--- config.mk ---
export PLATFORM = sky130hd
export DESIGN_NAME = host_port
export DESIGN_NICKNAME = d
export VERILOG_FILES = /design/src/inc/hpp_pkg.sv /design/src/rtl/data_pin_cell.sv /design/src/rtl/host_port.sv
export SDC_FILE = /design/constraint.sdc
export NUM_CORES = 1
export LEC_CHECK = 0
export BUFFER_PORTS_ARGS = -buffer_cell sky130_fd_sc_hd__buf_2
export CAP_MARGIN = 10
export CORE_ASPECT_RATIO = 0.9
export CORE_UTILIZATION = 54
export DETAILED_ROUTE_END_ITERATION = 8
export PLACE_DENSITY = 0.72
export SETUP_SLACK_MARGIN = 0.5
export SLEW_MARGIN = 20
export SYNTH_ARGS = -nofsm -noshare
export SYNTH_HDL_FRONTEND = slang
export SYNTH_SLANG_ARGS = --single-unit
--- constraint.sdc ---
create_clock -name clk -period 16.6 [get_ports clk]
set_input_delay 0 -clock clk [delete_from_list [all_inputs] [get_ports clk]]
set_output_delay 0 -clock clk [all_outputs]
set_load 0.005 [all_outputs]
--- src/inc/hpp_pkg.sv ---
// Constants, types and register map of the host parallel port
package hpp_pkg;
  // ==========================================================
  // Register bus
  localparam int         AXI_AW        = 8;
  localparam logic [7:0] OFS_BANK_CTRL = 8'h00;
  localparam logic [7:0] OFS_GPIO_CTRL = 8'h04;
  localparam logic [7:0] OFS_GPIO_DATA = 8'h08;
  localparam logic [7:0] OFS_HOST_CTRL = 8'h0C;
  localparam logic [7:0] OFS_HOST_ADDR = 8'h10;
  localparam logic [1:0] MEM_PAGE      = 2'h1;
  localparam logic [1:0] RESP_OKAY     = 2'h0;
  localparam logic [1:0] RESP_SLVERR   = 2'h2;
  // ==========================================================
  // Field positions
  localparam int BIT_HOLDER    = 0;
  localparam int BIT_GPIO_MODE = 0;
  localparam int GPIO_DIR_LSB  = 8;
  localparam int GPIO_IN_LSB   = 8;
  localparam int CTRL_INT_BIT  = 3;
  // ==========================================================
  // Shared memory and host register selects
  localparam int         MEM_WORDS    = 16;
  localparam int         MEM_AW       = 4;
  localparam logic [1:0] SEL_CTRL     = 2'h0;
  localparam logic [1:0] SEL_DATA_INC = 2'h1;
  localparam logic [1:0] SEL_ADDR     = 2'h2;
  // ==========================================================
  // Timing
  localparam int         CLK_PERIOD_PS = 5000;
  localparam int         BUSY_NS       = 10;
  localparam int         BUSY_CYCLES   = (BUSY_NS * 1000 + CLK_PERIOD_PS - 1) / CLK_PERIOD_PS;
  localparam logic [2:0] BUSY_LOAD     = 3'(BUSY_CYCLES);
  // ==========================================================
  // Host access states
  typedef enum logic [1:0] {
    HS_IDLE   = 2'b00,
    HS_ACTIVE = 2'b01,
    HS_BUSY   = 2'b10
  } host_state_t;
endpackage

--- src/rtl/data_pin_cell.sv ---
// One host data pin with drive gating and a bus holder
`timescale 1ns/100ps
module data_pin_cell (
  // Clock and reset
  input  wire logic clk,
  input  wire logic rst,
  // Pin side
  input  wire logic pin_in,
  output logic      pin_out,
  output logic      pin_oe,
  output logic      hold_out,
  output logic      hold_oe,
  // Control
  input  wire logic drive_en,
  input  wire logic drive_val,
  input  wire logic holder_en
);
  logic level_reg;
  logic level_next;

  // Keeper tracks the resolved pin level every cycle
  always_comb begin
    level_next = pin_in;
  end

  always_ff @(posedge clk or posedge rst) begin
    if (rst) begin
      level_reg <= 1'b0;
    end else begin
      level_reg <= level_next;
    end
  end

  // Holder only acts while nobody inside drives the pin
  assign pin_out  = drive_val;
  assign pin_oe   = drive_en;
  assign hold_out = level_reg;
  assign hold_oe  = holder_en & ~drive_en;

  a_holder_keeps: assert property (@(posedge clk) disable iff (rst)
    hold_oe |-> hold_out == $past(pin_in))
    else $error("holder does not keep last pin level");
  a_holder_excl: assert property (@(posedge clk) disable iff (rst)
    !(hold_oe && pin_oe))
    else $error("holder fights driver");
endmodule

--- src/rtl/host_port.sv ---
// Host parallel port: pin handshake, byte pairing, registers and AXI4-Lite slave
`timescale 1ns/100ps
module host_port
  import hpp_pkg::*;
(
  // Clock and reset
  input  wire logic              clk,
  input  wire logic              rst,
  // AXI4-Lite slave
  input  wire logic [AXI_AW-1:0] s_axi_awaddr,
  input  wire logic              s_axi_awvalid,
  output logic                   s_axi_awready,
  input  wire logic [31:0]       s_axi_wdata,
  input  wire logic [3:0]        s_axi_wstrb,
  input  wire logic              s_axi_wvalid,
  output logic                   s_axi_wready,
  output logic [1:0]             s_axi_bresp,
  output logic                   s_axi_bvalid,
  input  wire logic              s_axi_bready,
  input  wire logic [AXI_AW-1:0] s_axi_araddr,
  input  wire logic              s_axi_arvalid,
  output logic                   s_axi_arready,
  output logic [31:0]            s_axi_rdata,
  output logic [1:0]             s_axi_rresp,
  output logic                   s_axi_rvalid,
  input  wire logic              s_axi_rready,
  // Host control inputs
  input  wire logic              register_select_lo,
  input  wire logic              register_select_hi,
  input  wire logic              byte_identify,
  input  wire logic              port_select_n,
  input  wire logic              data_strobe_a_n,
  input  wire logic              data_strobe_b_n,
  input  wire logic              read_not_write,
  input  wire logic              address_strobe_n,
  input  wire logic              port_enable_strap,
  input  wire logic              emulation_off_n,
  // Host data bus
  input  wire logic [7:0]        host_data_in,
  output logic [7:0]             host_data_out,
  output logic [7:0]             host_data_oe,
  output logic [7:0]             holder_out,
  output logic [7:0]             holder_oe,
  // Host status outputs
  output logic                   transfer_ready_out,
  output logic                   transfer_ready_oe,
  output logic                   host_interrupt_out,
  output logic                   host_interrupt_oe,
  output logic                   pullup_enable
);
  // ==========================================================
  // State
  logic              aw_held_reg, aw_held_next, w_held_reg, w_held_next;
  logic [AXI_AW-1:0] aw_addr_reg, aw_addr_next;
  logic [31:0]       w_data_reg, w_data_next;
  logic [3:0]        w_strb_reg, w_strb_next;
  logic              bvalid_reg, bvalid_next, rvalid_reg, rvalid_next;
  logic [1:0]        bresp_reg, bresp_next, rresp_reg, rresp_next;
  logic [31:0]       rdata_reg, rdata_next;
  host_state_t       state_reg, state_next;
  logic              strb_d_reg, strb_d_next, as_d_reg, as_d_next;
  logic              strap_reg, strap_next, strap_done_reg, strap_done_next;
  logic [1:0]        acc_sel_reg, acc_sel_next;
  logic              acc_bil_reg, acc_bil_next, acc_rnw_reg, acc_rnw_next;
  logic [7:0]        wr_byte_reg, wr_byte_next, wr_hi_reg, wr_hi_next;
  logic [7:0]        rd_byte_reg, rd_byte_next;
  logic [15:0]       shadow_reg, shadow_next, haddr_reg, haddr_next;
  logic              int_flag_reg, int_flag_next, holder_en_reg, holder_en_next;
  logic              gpio_mode_reg, gpio_mode_next;
  logic [7:0]        gpio_dir_reg, gpio_dir_next, gpio_out_reg, gpio_out_next;
  logic [2:0]        busy_cnt_reg, busy_cnt_next;
  logic [15:0]       mem_reg [MEM_WORDS];
  logic [15:0]       mem_next [MEM_WORDS];
  logic              wr_fire, host_on, sel, strb, start, stop, as_fall;
  logic [31:0]       wr_mask, wr_word;
  logic [1:0]        live_sel;
  logic [15:0]       host_word, ctrl_word;
  logic [7:0]        drive_en;

  // ==========================================================
  // Register read view, shared by reads and masked writes
  function automatic logic [31:0] read_word(input logic [AXI_AW-1:0] a);
    logic [31:0] v;
    v = 32'h0;
    if (a[7:6] == MEM_PAGE) begin
      v = {16'h0, mem_reg[a[MEM_AW+1:2]]};
    end else begin
      case ({a[7:2], 2'b00})
        OFS_BANK_CTRL: v[BIT_HOLDER] = holder_en_reg;
        OFS_GPIO_CTRL: v = {16'h0, gpio_dir_reg, 7'h0, gpio_mode_reg};
        OFS_GPIO_DATA: v = {16'h0, host_data_in, gpio_out_reg};
        OFS_HOST_CTRL: v = {16'h0, ctrl_word};
        OFS_HOST_ADDR: v = {16'h0, haddr_reg};
        default:       v = 32'h0;
      endcase
    end
    return v;
  endfunction

  function automatic logic mapped(input logic [AXI_AW-1:0] a);
    logic [7:0] w;
    w = {a[7:2], 2'b00};
    return (a[7:6] == MEM_PAGE) || (w == OFS_BANK_CTRL) || (w == OFS_GPIO_CTRL) ||
           (w == OFS_GPIO_DATA) || (w == OFS_HOST_CTRL) || (w == OFS_HOST_ADDR);
  endfunction

  // ==========================================================
  // Pin decode; inputs arrive synchronous to clk
  assign sel      = ~port_select_n;
  assign strb     = sel & (~data_strobe_a_n | ~data_strobe_b_n);
  assign start    = strb & ~strb_d_reg;
  assign stop     = ~strb & strb_d_reg;
  assign as_fall  = ~address_strobe_n & ~as_d_reg;
  assign host_on  = strap_reg & strap_done_reg & ~gpio_mode_reg;
  assign live_sel = {register_select_hi, register_select_lo};
  assign ctrl_word = {12'h0, int_flag_reg, 3'h0};
  assign wr_mask  = {{8{w_strb_reg[3]}}, {8{w_strb_reg[2]}},
                     {8{w_strb_reg[1]}}, {8{w_strb_reg[0]}}};
  assign wr_word  = (read_word(aw_addr_reg) & ~wr_mask) | (w_data_reg & wr_mask);
  assign wr_fire  = aw_held_reg & w_held_reg & ~bvalid_reg;

  // Word the host addresses through the live selects
  always_comb begin
    case (live_sel)
      SEL_CTRL: host_word = ctrl_word;
      SEL_ADDR: host_word = haddr_reg;
      default:  host_word = mem_reg[haddr_reg[MEM_AW-1:0]];
    endcase
  end

  // ==========================================================
  // AXI4-Lite channels; address and data are taken in either order
  always_comb begin
    aw_held_next = aw_held_reg;
    w_held_next  = w_held_reg;
    aw_addr_next = aw_addr_reg;
    w_data_next  = w_data_reg;
    w_strb_next  = w_strb_reg;
    bvalid_next  = bvalid_reg;
    bresp_next   = bresp_reg;
    rvalid_next  = rvalid_reg;
    rresp_next   = rresp_reg;
    rdata_next   = rdata_reg;
    if (s_axi_awvalid && s_axi_awready) begin
      aw_held_next = 1'b1;
      aw_addr_next = s_axi_awaddr;
    end
    if (s_axi_wvalid && s_axi_wready) begin
      w_held_next = 1'b1;
      w_data_next = s_axi_wdata;
      w_strb_next = s_axi_wstrb;
    end
    if (wr_fire) begin
      aw_held_next = 1'b0;
      w_held_next  = 1'b0;
      bvalid_next  = 1'b1;
      bresp_next   = mapped(aw_addr_reg) ? RESP_OKAY : RESP_SLVERR;
    end else if (bvalid_reg && s_axi_bready) begin
      bvalid_next = 1'b0;
    end
    if (s_axi_arvalid && s_axi_arready) begin
      rvalid_next = 1'b1;
      rdata_next  = read_word(s_axi_araddr);
      rresp_next  = mapped(s_axi_araddr) ? RESP_OKAY : RESP_SLVERR;
    end else if (rvalid_reg && s_axi_rready) begin
      rvalid_next = 1'b0;
    end
  end

  always_ff @(posedge clk or posedge rst) begin
    if (rst) begin
      aw_held_reg <= 1'b0;
      w_held_reg  <= 1'b0;
      aw_addr_reg <= '0;
      w_data_reg  <= 32'h0;
      w_strb_reg  <= 4'h0;
      bvalid_reg  <= 1'b0;
      bresp_reg   <= RESP_OKAY;
      rvalid_reg  <= 1'b0;
      rresp_reg   <= RESP_OKAY;
      rdata_reg   <= 32'h0;
    end else begin
      aw_held_reg <= aw_held_next;
      w_held_reg  <= w_held_next;
      aw_addr_reg <= aw_addr_next;
      w_data_reg  <= w_data_next;
      w_strb_reg  <= w_strb_next;
      bvalid_reg  <= bvalid_next;
      bresp_reg   <= bresp_next;
      rvalid_reg  <= rvalid_next;
      rresp_reg   <= rresp_next;
      rdata_reg   <= rdata_next;
    end
  end

  assign s_axi_awready = ~aw_held_reg & ~bvalid_reg;
  assign s_axi_wready  = ~w_held_reg & ~bvalid_reg;
  assign s_axi_bvalid  = bvalid_reg;
  assign s_axi_bresp   = bresp_reg;
  assign s_axi_arready = ~rvalid_reg;
  assign s_axi_rvalid  = rvalid_reg;
  assign s_axi_rresp   = rresp_reg;
  assign s_axi_rdata   = rdata_reg;

  // ==========================================================
  // Host access engine, software registers and shared memory
  always_comb begin
    state_next      = state_reg;
    strb_d_next     = strb;
    as_d_next       = ~address_strobe_n;
    strap_next      = strap_reg;
    strap_done_next = strap_done_reg;
    acc_sel_next    = acc_sel_reg;
    acc_bil_next    = acc_bil_reg;
    acc_rnw_next    = acc_rnw_reg;
    wr_byte_next    = wr_byte_reg;
    wr_hi_next      = wr_hi_reg;
    rd_byte_next    = rd_byte_reg;
    shadow_next     = shadow_reg;
    haddr_next      = haddr_reg;
    int_flag_next   = int_flag_reg;
    holder_en_next  = holder_en_reg;
    gpio_mode_next  = gpio_mode_reg;
    gpio_dir_next   = gpio_dir_reg;
    gpio_out_next   = gpio_out_reg;
    busy_cnt_next   = busy_cnt_reg;
    mem_next        = mem_reg;
    // Strap is caught once, on the first edge after reset release
    if (!strap_done_reg) begin
      strap_done_next = 1'b1;
      strap_next      = port_enable_strap;
    end
    // Software side writes
    if (wr_fire) begin
      if (aw_addr_reg[7:6] == MEM_PAGE) begin
        mem_next[aw_addr_reg[MEM_AW+1:2]] = wr_word[15:0];
      end else begin
        case ({aw_addr_reg[7:2], 2'b00})
          OFS_BANK_CTRL: holder_en_next = wr_word[BIT_HOLDER];
          OFS_GPIO_CTRL: begin
            gpio_mode_next = wr_word[BIT_GPIO_MODE];
            gpio_dir_next  = wr_word[GPIO_DIR_LSB+7:GPIO_DIR_LSB];
          end
          OFS_GPIO_DATA: gpio_out_next = wr_word[7:0];
          OFS_HOST_ADDR: haddr_next = wr_word[15:0];
          default:       gpio_out_next = gpio_out_reg;
        endcase
      end
    end
    // Multiplexed hosts put the address on the data bus
    if (host_on && sel && as_fall) begin
      if (byte_identify) begin
        haddr_next[7:0] = host_data_in;
      end else begin
        haddr_next[15:8] = host_data_in;
      end
    end
    case (state_reg)
      HS_IDLE: begin
        // A strobe that starts while busy is ignored; host must wait for ready
        if (host_on && start) begin
          acc_sel_next = live_sel;
          acc_bil_next = byte_identify;
          acc_rnw_next = read_not_write;
          if (read_not_write) begin
            // First byte is the high half; second comes from the snapshot
            rd_byte_next = byte_identify ? shadow_reg[7:0] : host_word[15:8];
            if (!byte_identify) begin
              shadow_next = host_word;
            end
          end
          state_next = HS_ACTIVE;
        end
      end
      HS_ACTIVE: begin
        if (strb) begin
          wr_byte_next = host_data_in;
        end
        if (stop) begin
          if (!acc_bil_reg) begin
            if (!acc_rnw_reg) begin
              wr_hi_next = wr_byte_reg;
            end
            state_next = HS_IDLE;
          end else begin
            if (!acc_rnw_reg) begin
              case (acc_sel_reg)
                SEL_CTRL: begin
                  if (wr_byte_reg[CTRL_INT_BIT]) begin
                    int_flag_next = 1'b0;
                  end
                end
                SEL_ADDR: haddr_next = {wr_hi_reg, wr_byte_reg};
                default:  mem_next[haddr_reg[MEM_AW-1:0]] = {wr_hi_reg, wr_byte_reg};
              endcase
            end
            if (acc_sel_reg == SEL_DATA_INC) begin
              haddr_next = haddr_reg + 16'h0001;
            end
            busy_cnt_next = BUSY_LOAD;
            state_next    = HS_BUSY;
          end
        end
      end
      HS_BUSY: begin
        busy_cnt_next = busy_cnt_reg - 3'h1;
        if (busy_cnt_reg == 3'h1) begin
          state_next = HS_IDLE;
        end
      end
      default: state_next = HS_IDLE;
    endcase
    // Software raise beats a host clear in the same cycle
    if (wr_fire && aw_addr_reg[7:6] != MEM_PAGE &&
        {aw_addr_reg[7:2], 2'b00} == OFS_HOST_CTRL && wr_word[CTRL_INT_BIT]) begin
      int_flag_next = 1'b1;
    end
  end

  always_ff @(posedge clk or posedge rst) begin
    if (rst) begin
      state_reg      <= HS_IDLE;
      strb_d_reg     <= 1'b0;
      as_d_reg       <= 1'b0;
      strap_reg      <= 1'b0;
      strap_done_reg <= 1'b0;
      acc_sel_reg    <= 2'h0;
      acc_bil_reg    <= 1'b0;
      acc_rnw_reg    <= 1'b0;
      wr_byte_reg    <= 8'h00;
      wr_hi_reg      <= 8'h00;
      rd_byte_reg    <= 8'h00;
      shadow_reg     <= 16'h0000;
      haddr_reg      <= 16'h0000;
      int_flag_reg   <= 1'b0;
      holder_en_reg  <= 1'b0;
      gpio_mode_reg  <= 1'b0;
      gpio_dir_reg   <= 8'h00;
      gpio_out_reg   <= 8'h00;
      busy_cnt_reg   <= 3'h0;
      for (int i = 0; i < MEM_WORDS; i++) begin
        mem_reg[i] <= 16'h0000;
      end
    end else begin
      state_reg      <= state_next;
      strb_d_reg     <= strb_d_next;
      as_d_reg       <= as_d_next;
      strap_reg      <= strap_next;
      strap_done_reg <= strap_done_next;
      acc_sel_reg    <= acc_sel_next;
      acc_bil_reg    <= acc_bil_next;
      acc_rnw_reg    <= acc_rnw_next;
      wr_byte_reg    <= wr_byte_next;
      wr_hi_reg      <= wr_hi_next;
      rd_byte_reg    <= rd_byte_next;
      shadow_reg     <= shadow_next;
      haddr_reg      <= haddr_next;
      int_flag_reg   <= int_flag_next;
      holder_en_reg  <= holder_en_next;
      gpio_mode_reg  <= gpio_mode_next;
      gpio_dir_reg   <= gpio_dir_next;
      gpio_out_reg   <= gpio_out_next;
      busy_cnt_reg   <= busy_cnt_next;
      mem_reg        <= mem_next;
    end
  end

  // ==========================================================
  // Pin drivers; emulation-off floats the data, ready and interrupt drivers but not the holders
  always_comb begin
    for (int i = 0; i < 8; i++) begin
      drive_en[i] = emulation_off_n & (gpio_mode_reg ? gpio_dir_reg[i] :
                    (host_on & strb & acc_rnw_reg & (state_reg == HS_ACTIVE)));
    end
  end

  for (genvar g = 0; g < 8; g++) begin : g_pin
    data_pin_cell u_pin (
      .clk       (clk),
      .rst       (rst),
      .pin_in    (host_data_in[g]),
      .pin_out   (host_data_out[g]),
      .pin_oe    (host_data_oe[g]),
      .hold_out  (holder_out[g]),
      .hold_oe   (holder_oe[g]),
      .drive_en  (drive_en[g]),
      .drive_val (gpio_mode_reg ? gpio_out_reg[g] : rd_byte_reg[g]),
      .holder_en (holder_en_reg)
    );
  end

  assign transfer_ready_out = (state_reg != HS_BUSY);
  assign transfer_ready_oe  = emulation_off_n;
  assign host_interrupt_out = ~int_flag_reg;
  assign host_interrupt_oe  = emulation_off_n;
  assign pullup_enable      = ~port_enable_strap;

  // ==========================================================
  // Checks
  a_float_off: assert property (@(posedge clk) disable iff (rst)
    !emulation_off_n |-> host_data_oe == 8'h00)
    else $error("data bus driven while emulation-off low");
  a_drive_read: assert property (@(posedge clk) disable iff (rst)
    (host_data_oe != 8'h00 && !gpio_mode_reg) |-> (acc_rnw_reg && strb))
    else $error("data bus driven outside a read");
  a_holder_reset: assert property (@(posedge clk)
    $fell(rst) |-> !holder_en_reg && holder_oe == 8'h00)
    else $error("holders enabled out of reset");
  a_ready_busy: assert property (@(posedge clk) disable iff (rst)
    (state_reg == HS_ACTIVE && stop && acc_bil_reg) |=>
      !transfer_ready_out [*2] ##1 transfer_ready_out)
    else $error("ready not low for busy time");
  a_int_reset: assert property (@(posedge clk) rst |-> host_interrupt_out)
    else $error("interrupt low during reset");
  a_pullup_strap: assert property (@(posedge clk) disable iff (rst)
    $changed(port_enable_strap) |-> $changed(pullup_enable) && pullup_enable != port_enable_strap)
    else $error("pull-ups not following strap");
  a_addr_latch: assert property (@(posedge clk) disable iff (rst)
    (host_on && sel && as_fall && !byte_identify && state_reg != HS_ACTIVE && !wr_fire) |=>
      haddr_reg[15:8] == $past(host_data_in))
    else $error("address high byte not latched");
  a_word_pair: assert property (@(posedge clk) disable iff (rst)
    (state_reg == HS_ACTIVE && stop && acc_bil_reg && !acc_rnw_reg && acc_sel_reg[1] &&
     acc_sel_reg[0]) |=> mem_reg[$past(haddr_reg[MEM_AW-1:0])] == {$past(wr_hi_reg), $past(wr_byte_reg)})
    else $error("byte pair not assembled into word");
  a_gpio_drive: assert property (@(posedge clk) disable iff (rst)
    (gpio_mode_reg && emulation_off_n) |-> host_data_oe == gpio_dir_reg)
    else $error("gpio direction not on pins");
  a_idle_start: assert property (@(posedge clk) disable iff (rst)
    (state_reg == HS_IDLE && !strb) |=> state_reg != HS_ACTIVE)
    else $error("access began without a strobe");
endmodule

==> summary.txt, run 1 <==
Run status
  – Status: complete, but fails checks
  – Failing checks: design-rule violations

Route
  – Iteration-0 DRC Markers: 4226
  – Vias: between 20000 and 25000
  – Drc violations: 17
  – Avg Vias per Cell: 7.33
  – Final antenna-violating net count: 0
  – DRT Pass-1 Iters: 9
  – Avg WL per Cell: ~32 um
  – Final WL: roughly 100000 um

Power and ir drop
  – Comb power frac: between 40% and 50%
  – P per Cell Area: about 180 nW/um^2
  – Leakage: roughly 0.012 uW
  – Register share of total power: 35.5%
  – Net Switching: about 2300 uW
  – VDD IR-drop max: ~0.12 mV
  – Net Sw Frac: 44.3%
  – Clock Power Share: 19.5%
  – Internal: 2850 uW

Synthesis
  – Top_reg_cell synth: dfrtp_1
  – Cell count after synthesis: between 2000 and 3000
  – Synth Register Bits: 390
  – Async SR Flop Fraction: 100%
  – Sequential share of the synthesized area: 37.2%
  – Netlist cell types: 82
  – Post-Syn Area per Cell: 9.89 um^2
  – Yosys Warn Count: 0
  – Synth Cell Area: 26200 um^2
  – EDFF count, synth: 0

Clock tree
  – CTS clk-pin slew, worst paths: 0.06 ns
  – Clk buf depth: 3
  – Postcts setup bufs: 0
  – Sink Count: 390
  – Latest clock arrival within the worst-skew pair: 0.60 ns
  – Max H-tree Level: 2
  – CTS tree: done
  – CTS Buf Count: 44
  – Clock root buffer: clkbuf_16

Finish
  – Max FFs per register: 256
  – Layout cell share with drive strength beyond 1: 22.2%
  – Area grow syn2layout: 8.82%
  – Ant diodes: 0
  – Final net count: around 2700

Run
  – Max_cap viols: 0

STA
  – RSZ-0062 raised after global routing: false
  – Slew headroom: 15.7%
  – Total negative slack: 0 ns
  – Final Hold Fails: 0
  – F_max: 0.227 GHz
  – Hold slack: a little over 0.04 ns
  – Final setup vio count: 0
  – Worst-margin pin slew: 1.26 ns
  – Tcrit/Tclk final: roughly a quarter
  – Clock period minus worst slack: 4.40 ns
  – Clock skew: 0.0182 ns
  – Max-slew violations: 0

Floorplan
  – Die ar.: between 40000 and 50000 um^2
  – Die Y: 211 um
  – Row count: 76
  – Core Footprint: roughly 48000 um^2
  – Initial Util: 54.7%
  – Die Span X: 234 um
  – Top Ports: 155

Global route
  – Vias in the first global route: 23300
  – GRT Util Overall: 42.5%
  – Largest net degree at the start of global routing: 106
  – Remaining global-route overflow: 0
  – Number of antenna violations at the first check in global routing: 1
  – First-pass GRT wire length: 151000 um

Setup path
  – Worst Reg-to-Reg Cells: 7
  – Startpoint types: flip-flop
  – Worst Path Arrival: 4.87 ns
  – Critical path peak fanout: 35
  – Endpoint type of the worst setup path: flip-flop
  – R2R Path End: mem_reg[58]
  – WP data required: 17.07 ns
  – Reg2reg setup slack: ~12 ns
  – WS Path Type: flip-flop to flip-flop
  – CP max stage delay: 1.00 ns
  – FF-to-FF Start: aw_addr_reg[2]
  – Slowest-stage cell, CP: a2111oi_4
  – CP Cell Sequence: buf_4, nor3b_1, and2_1, a221o_1, a2111oi_4, o311ai_0, o21a_1

Worst hold path
  – Worst hold start: data_strobe_b_n
  – Hold depth: 6
  – Hold Crit Class: input port to flip-flop
  – Hold Crit Endpoint: acc_rnw_reg

Placement
  – Placer Congestion: 1.03
  – DP HPWL: 66400 um
  – PortBufs: around 110
==> through the flow <==
| stage | total power [uW] | cells | instance area (um^2) | setup slack, ns | utilization, % |
|---|---|---|---|---|---|
| 4_1_cts | 4970 | 3299 | 28500 | 12.34 | 59.4 |
| 6_report | 5110 | 3299 | 28500 | 12.20 | 59.5 |
| 2_1_floorplan | 3300 | 2668 | 26300 | 5.76 | - |
| 3_5_place_dp | 3960 | 3169 | 26500 | 12.42 | 55.4 |
| 5_1_grt | 5270 | 3299 | 28500 | 12.17 | 59.5 |
| 3_3_place_gp | 3880 | 3169 | 26500 | 12.41 | 55.4 |
==> metal layers <==
metal | wire (um) | GRT usage, % | vias to the layer above
li1 | - | - | 9745
met1 | 35800 | 53.4 | 11700
met2 | 43500 | 59.5 | 2240
met3 | 17900 | 19.8 | 488
met4 | 6930 | 24.9 | 2
met5 | 68 | 1.01 | -
==> critical path, delay by kind of cell (launching register included) <==
kind                   cells  cell delay (ns)
AOI/OAI and AO/OA          4             1.98
DFF                        1             0.83
buffers and inverters      1             0.71
and+or+nand+nor            2             0.68
==> power by group through the flow <==
stage / Combinational [uW] / Clock, uW / Sequential (uW)
global placement: 2120 / 0 / 1760
floorplan: 1800 / 0 / 1500
detailed placement: 2160 / 0 / 1790
finish: 2310 / 995 / 1810
global route: 2390 / 1030 / 1850
CTS: 2200 / 995 / 1780
==> synthesized netlist by cell type (all sizes together), types with 39 or more instances <==
| cell | instances | share of area, % |
|---|---|---|
| dfrtp | 390 | 37 |
| nand2 | 332 | 4.9 |
| a21oi | 322 | 6.3 |
| nand3 | 214 | 4.3 |
| mux4 | 206 | 18 |
| nor2 | 206 | 3.0 |
| buf | 162 | 4.3 |
| clkbuf | 143 | 2.1 |
| o21ai | 95 | 1.8 |
| mux2 | 68 | 2.9 |
| mux2i | 65 | 2.5 |
| and3 | 47 | 1.1 |
| a22oi | 41 | 1.3 |
| inv | 39 | 0.56 |
==> cells by family (layout without fill, tap and decap cells) <==
logic type	after synthesis	count (layout)	share of synthesized area (%)
XOR/XNOR	13	13	0.434
AO/OA/AOI/OAI	639	639	15.6
AND/OR/NAND/NOR	918	918	16.2
buffers and inverters	344	351	6.91
adder cells (fa/ha/maj)	6	6	0.286
other	2	19	0.0287
flip-flops	390	390	37.2
multiplexers	339	339	23.3
==> worst max path at each step <==
stage                   start      endpoint  slack, ns  cells past startpoint
2_1_floorplan             rst   acc_bil_reg       5.76                      1
3_3_place_gp   aw_addr_reg[2]  mem_reg[138]      12.41                      7
6_report       aw_addr_reg[2]   mem_reg[58]      12.20                      7
5_1_grt        aw_addr_reg[2]   mem_reg[26]      12.17                      7
4_1_cts        aw_addr_reg[2]   mem_reg[26]      12.34                      7
3_5_place_dp   aw_addr_reg[2]   mem_reg[58]      12.42                      7
==> placed cells by master (no fill, tap or decap), drive strengths merged, types with 6 or more instances in the layout <==
master	n
a211oi	6
and3	47
mux4	206
a31oi	21
a221oi	22
o21ai	95
o211ai	12
or3	19
dlygate4sd3	53
mux2i	65
nor2	206
mux2	68
ha	6
nor3b	8
xnor2	6
o22ai	8
a22oi	41
inv	39
nor2b	33
conb	19
nand4	9
nand3	214
clkinv	9
nor3	18
o21a	33
dfrtp	390
o311ai	33
a222oi	9
a21oi	322
nand2	332
xor2	7
clkbuf	64
buf	182
nand3b	8
==> layout make-up <==
class | count | area, um^2
Sequential cell | 390 | 9770
Inverter | 39 | 154
Clock buffer | 64 | 1270
Fill cell | 3906 | 19400
Timing Repair Buffer | 235 | 1620
Clock inverter | 13 | 143
Tap cell | 624 | 781
Multi-Input combinational cell | 1934 | 14800
==> what timing repair did <==
item / 4_1_cts / 5_1_grt
gates resized for setup: 0 / 0
hold endpoints to repair: 192 / 0
hold buffers: 53 / 0
No activity file was read; power rests on OpenSTA's default activity.
==> run 2: changes to the inputs <==
- ABC_AREA: not set -> 1
- PLACE_DENSITY: 0.72 -> 0.75
- clock period: 16.6 -> 3.6 ns (I/O delays scaled with it)
==> run 2 against run 1 <==
The run now ends clean. Flip-flop and latch count did not move. First-iteration DRC count decreased by 2.9%. Synthesized area decreased by 3.9%. Final cell count grew 29%. Synthesized cell count rose by 34%. Setup slack lost 12 ns. Global-route usage increased by 5.0 points. Power increased to 4.8 times the previous value. Routed wire length rose by 9.9%. Design area increased by 0.28%.
==> summary.txt, run 2 <==
STA
  – Clock skew: 0.0222 ns (was 0.0182 ns)
  – Slew headroom: 16.5% (was 15.7%)
  – RSZ-0062 raised after global routing: false (unchanged)
  – Worst setup margin: 0.483 ns (was 12.20 ns)
  – Worst-margin pin slew: 1.25 ns (was 1.26 ns)
  – F_max: 0.321 GHz (was 0.227 GHz)
  – Max-slew violations: 0 (unchanged)
  – Final Hold Fails: 0 (unchanged)
  – Final setup vio count: 0 (unchanged)
  – Tcrit/Tclk final: 86.6% (was 26.5%)
  – Clock period minus worst slack: 3.12 ns (was 4.40 ns)

Route
  – Avg WL per Cell: 26.9 um (was 31.6 um)
  – Drc violations: 0 (was 17)
  – Final antenna-violating net count: 0 (unchanged)
  – Iteration-0 DRC Markers: 4102 (was 4226)
  – Final WL: 115000 um (was 104000 um)
  – Vias: 28700 (was 24200)
  – Avg Vias per Cell: 6.74 (was 7.33)
  – DRT Pass-1 Iters: 7 (was 9)

Synthesis
  – Top_reg_cell synth: dfrtp_1 (unchanged)
  – Area leader, netlist: dfrtp_1 (unchanged)
  – Post-Syn Area per Cell: 7.11 um^2 (was 9.89 um^2)
  – Cell count after synthesis: 3543 (was 2651)
  – Sequential share of the synthesized area: 38.8% (was 37.2%)
  – Async SR Flop Fraction: 100% (unchanged)
  – Commonest cells in the synthesized netlist: 545 x a21oi_1, 478 x nand2_1, 436 x o21ai_0 (was 390 x dfrtp_1, 321 x nand2_1, 310 x a21oi_1)
  – Synth Register Bits: 390 (unchanged)
  – Ranking of synthesized cells by area: dfrtp_1 39%, a21oi_1 11%, o21ai_0 8.7% (was dfrtp_1 37%, mux4_2 16%, a21oi_1 5.9%)
  – Top cell type's share of synthesized area: 38.8% (was 37.2%)
  – Netlist cell types: 51 (was 82)
  – Yosys Warn Count: 0 (unchanged)
  – Synth Cell Area: 25200 um^2 (was 26200 um^2)
  – Most common cell in the synthesized netlist: a21oi_1 (was dfrtp_1)
  – EDFF count, synth: 0 (unchanged)

Power and ir drop
  – P per Cell Area: 851 nW/um^2 (was 179 nW/um^2)
  – Net Sw Frac: 47.9% (was 44.3%)
  – Comb power frac: 50.7% (was 45.1%)
  – Net Switching: 11700 uW (was 2270 uW)
  – Leakage: 0.0121 uW (was 0.0119 uW)
  – Clock Power Share: 19.6% (was 19.5%)
  – Internal: 12700 uW (was 2850 uW)
  – Register share of total power: 29.8% (was 35.5%)
  – VDD IR-drop max: 0.656 mV (was 0.115 mV)

Placement
  – PortBufs: 114 (unchanged)
  – Place WS: 0.506 ns (was 12.42 ns)
  – Placer Congestion: 1.08 (was 1.03)
  – Placed instance count: 4110 (was 3169)
  – DP HPWL: 76700 um (was 66400 um)

Global route
  – Largest net degree at the start of global routing: 108 (was 106)
  – Remaining global-route overflow: 0 (unchanged)
  – Vias in the first global route: 27300 (was 23300)
  – GRT Util Overall: 47.5% (was 42.5%)
  – First-pass GRT wire length: 168000 um (was 151000 um)
  – Number of antenna violations at the first check in global routing: 1 (unchanged)

Finish
  – Area grow syn2layout: 13.6% (was 8.82%)
  – Final net count: 3691 (was 2727)
  – Most common cell after layout, fill and taps aside: a21oi_1 (was dfrtp_1)
  – Final cell count without fillers: 4251 (was 3299)
  – Max FFs per register: 256 (unchanged)
  – Layout cell share with drive strength beyond 1: 11.5% (was 22.2%)
  – Most frequent cells in the layout: 545 x a21oi_1, 475 x nand2_1, 435 x o21ai_0, 386 x dfrtp_1, 368 x inv_1 (was 385 x dfrtp_1, 319 x nand2_1, 310 x a21oi_1, 201 x nand3_1, 189 x mux4_2)

Setup path
  – Worst Reg-to-Reg Cells: 9 (was 7)
  – Setup crit end: shadow_reg[7] (was mem_reg[58])
  – WP data required: 4.03 ns (was 17.07 ns)
  – FF-to-FF Start: haddr_reg[0] (was aw_addr_reg[2])
  – Setup crit start: haddr_reg[0] (was aw_addr_reg[2])
  – Reg2reg setup slack: 0.48 ns (was 12.20 ns)
  – Startpoint types: flip-flop (unchanged)
  – Worst Path Arrival: 3.55 ns (was 4.87 ns)
  – Endpoint type of the worst setup path: flip-flop (unchanged)
  – R2R Path End: shadow_reg[7] (was mem_reg[58])
  – WS Path Type: flip-flop to flip-flop (unchanged)
  – Critical path peak fanout: 63 (was 35)

Clock tree
  – Max H-tree Level: 2 (unchanged)
  – Latest clock arrival within the worst-skew pair: 0.60 ns (about the same)
  – CTS clk-pin slew, worst paths: 0.07 ns (was 0.06 ns)
  – Clk buf depth: 3 (unchanged)
  – Clock root buffer: clkbuf_16 (unchanged)
  – Postcts setup bufs: 0 (unchanged)
  – Sink Count: 390 (unchanged)
  – CTS tree: done (unchanged)
  – CTS Buf Count: 44 (unchanged)

Floorplan
  – Top Ports: 155 (unchanged)
  – Initial Util: 55.1% (was 54.7%)
  – Die Y: 207 um (was 211 um)
  – Core Footprint: 45700 um^2 (was 47900 um^2)
  – Die ar.: 47500 um^2 (was 49400 um^2)
  – Die Span X: 230 um (was 234 um)
  – Row count: 74 (was 76)

Run
  – Max_cap viols: 0 (unchanged)

Run status
  – Status: complete, no violations (was complete, but fails checks)

Worst hold path
  – Hold Crit Class: input port to flip-flop (unchanged)
## run 2: how the worst min path moves through the flow
stage	to	slack, ns	start	depth (start not counted)
floorplan	g_pin[0].u_pin.hold_out	0.03	host_data_in[0]	0
global placement	as_d_reg	0.16	address_strobe_n	2
detailed placement	as_d_reg	0.17	address_strobe_n	2
CTS	aw_held_reg	0.06	s_axi_awvalid	3
global route	aw_addr_reg[2]	0.10	s_axi_awvalid	3
finish	aw_held_reg	0.07	s_axi_awvalid	3
## run 2: worst max-delay path: stages (launching register included)
cell and delay, ns:
dfrtp_4 0.58, inv_6 0.27, buf_4 0.35, buf_12 0.33, a21oi_1 0.12, o21ai_0 0.09, a21oi_1 0.16, or2_2 0.32
o31ai_1 0.55, a22oi_1 0.13
## run 2: repair_timing
item / 4_1_cts / 5_1_grt
endpoints found under the hold margin: 107 / 0
resized for setup: 1 / 12
setup endpoints to repair: 1 / 159
hold buffers: 58 / 0
gates cloned: 1 / 1
## run 2: layout make-up
type / instances / area (um^2)
well taps: 608 / 761
fillers: 4204 / 17100
repair buffers: 307 / 2510
clock buffers: 63 / 1280
flip-flops and latches: 390 / 9770
clock inverters: 17 / 191
diodes: 1 / 2.50
multi-input cells: 2449 / 12500
inverters: 416 / 1570
## run 2: power by group through the flow
stage	logic (uW)	registers [uW]	clock network [uW]
3_3_place_gp	11200	7160	0
3_5_place_dp	11500	7220	0
6_report	12300	7240	4760
2_1_floorplan	7530	6670	0
4_1_cts	11700	7160	4750
5_1_grt	13000	7380	4920
## run 2: per-stage QoR
step                      power, uW  hold slack (ns)  TNS, ns  cell area [um^2]  utilization (%)
after floorplan               14200           0.0314  -641.90             25200                -
after global placement        18400            0.165        0             26400             57.8
after detailed placement      18700            0.172        0             26400             57.8
after CTS                     23600           0.0555        0             28500             62.4
after global routing          25300            0.102        0             28600             62.5
final                         24300           0.0666        0             28600             62.5
## run 2: logic make-up (layout without fill, tap and decap cells)
kind of cell / after synthesis / after routing / share of synthesized area (%)
AND/OR/NAND/NOR: 763 / 763 / 12.3
XOR/XNOR: 1 / 1 / 0.0348
buffers and inverters: 721 / 803 / 11.9
adder cells (fa/ha/maj): 6 / 6 / 0.298
other: 2 / 20 / 0.0298
flip-flops: 390 / 390 / 38.8
AO/OA/AOI/OAI: 1652 / 1652 / 36.3
multiplexers: 8 / 8 / 0.358
## run 2: per-layer routing
layer / routed length (um) / track usage, %
met2: 48200 / 69.4
met5: 11 / 0
met1: 40800 / 60.1
met3: 15900 / 12.5
met4: 9640 / 36.9
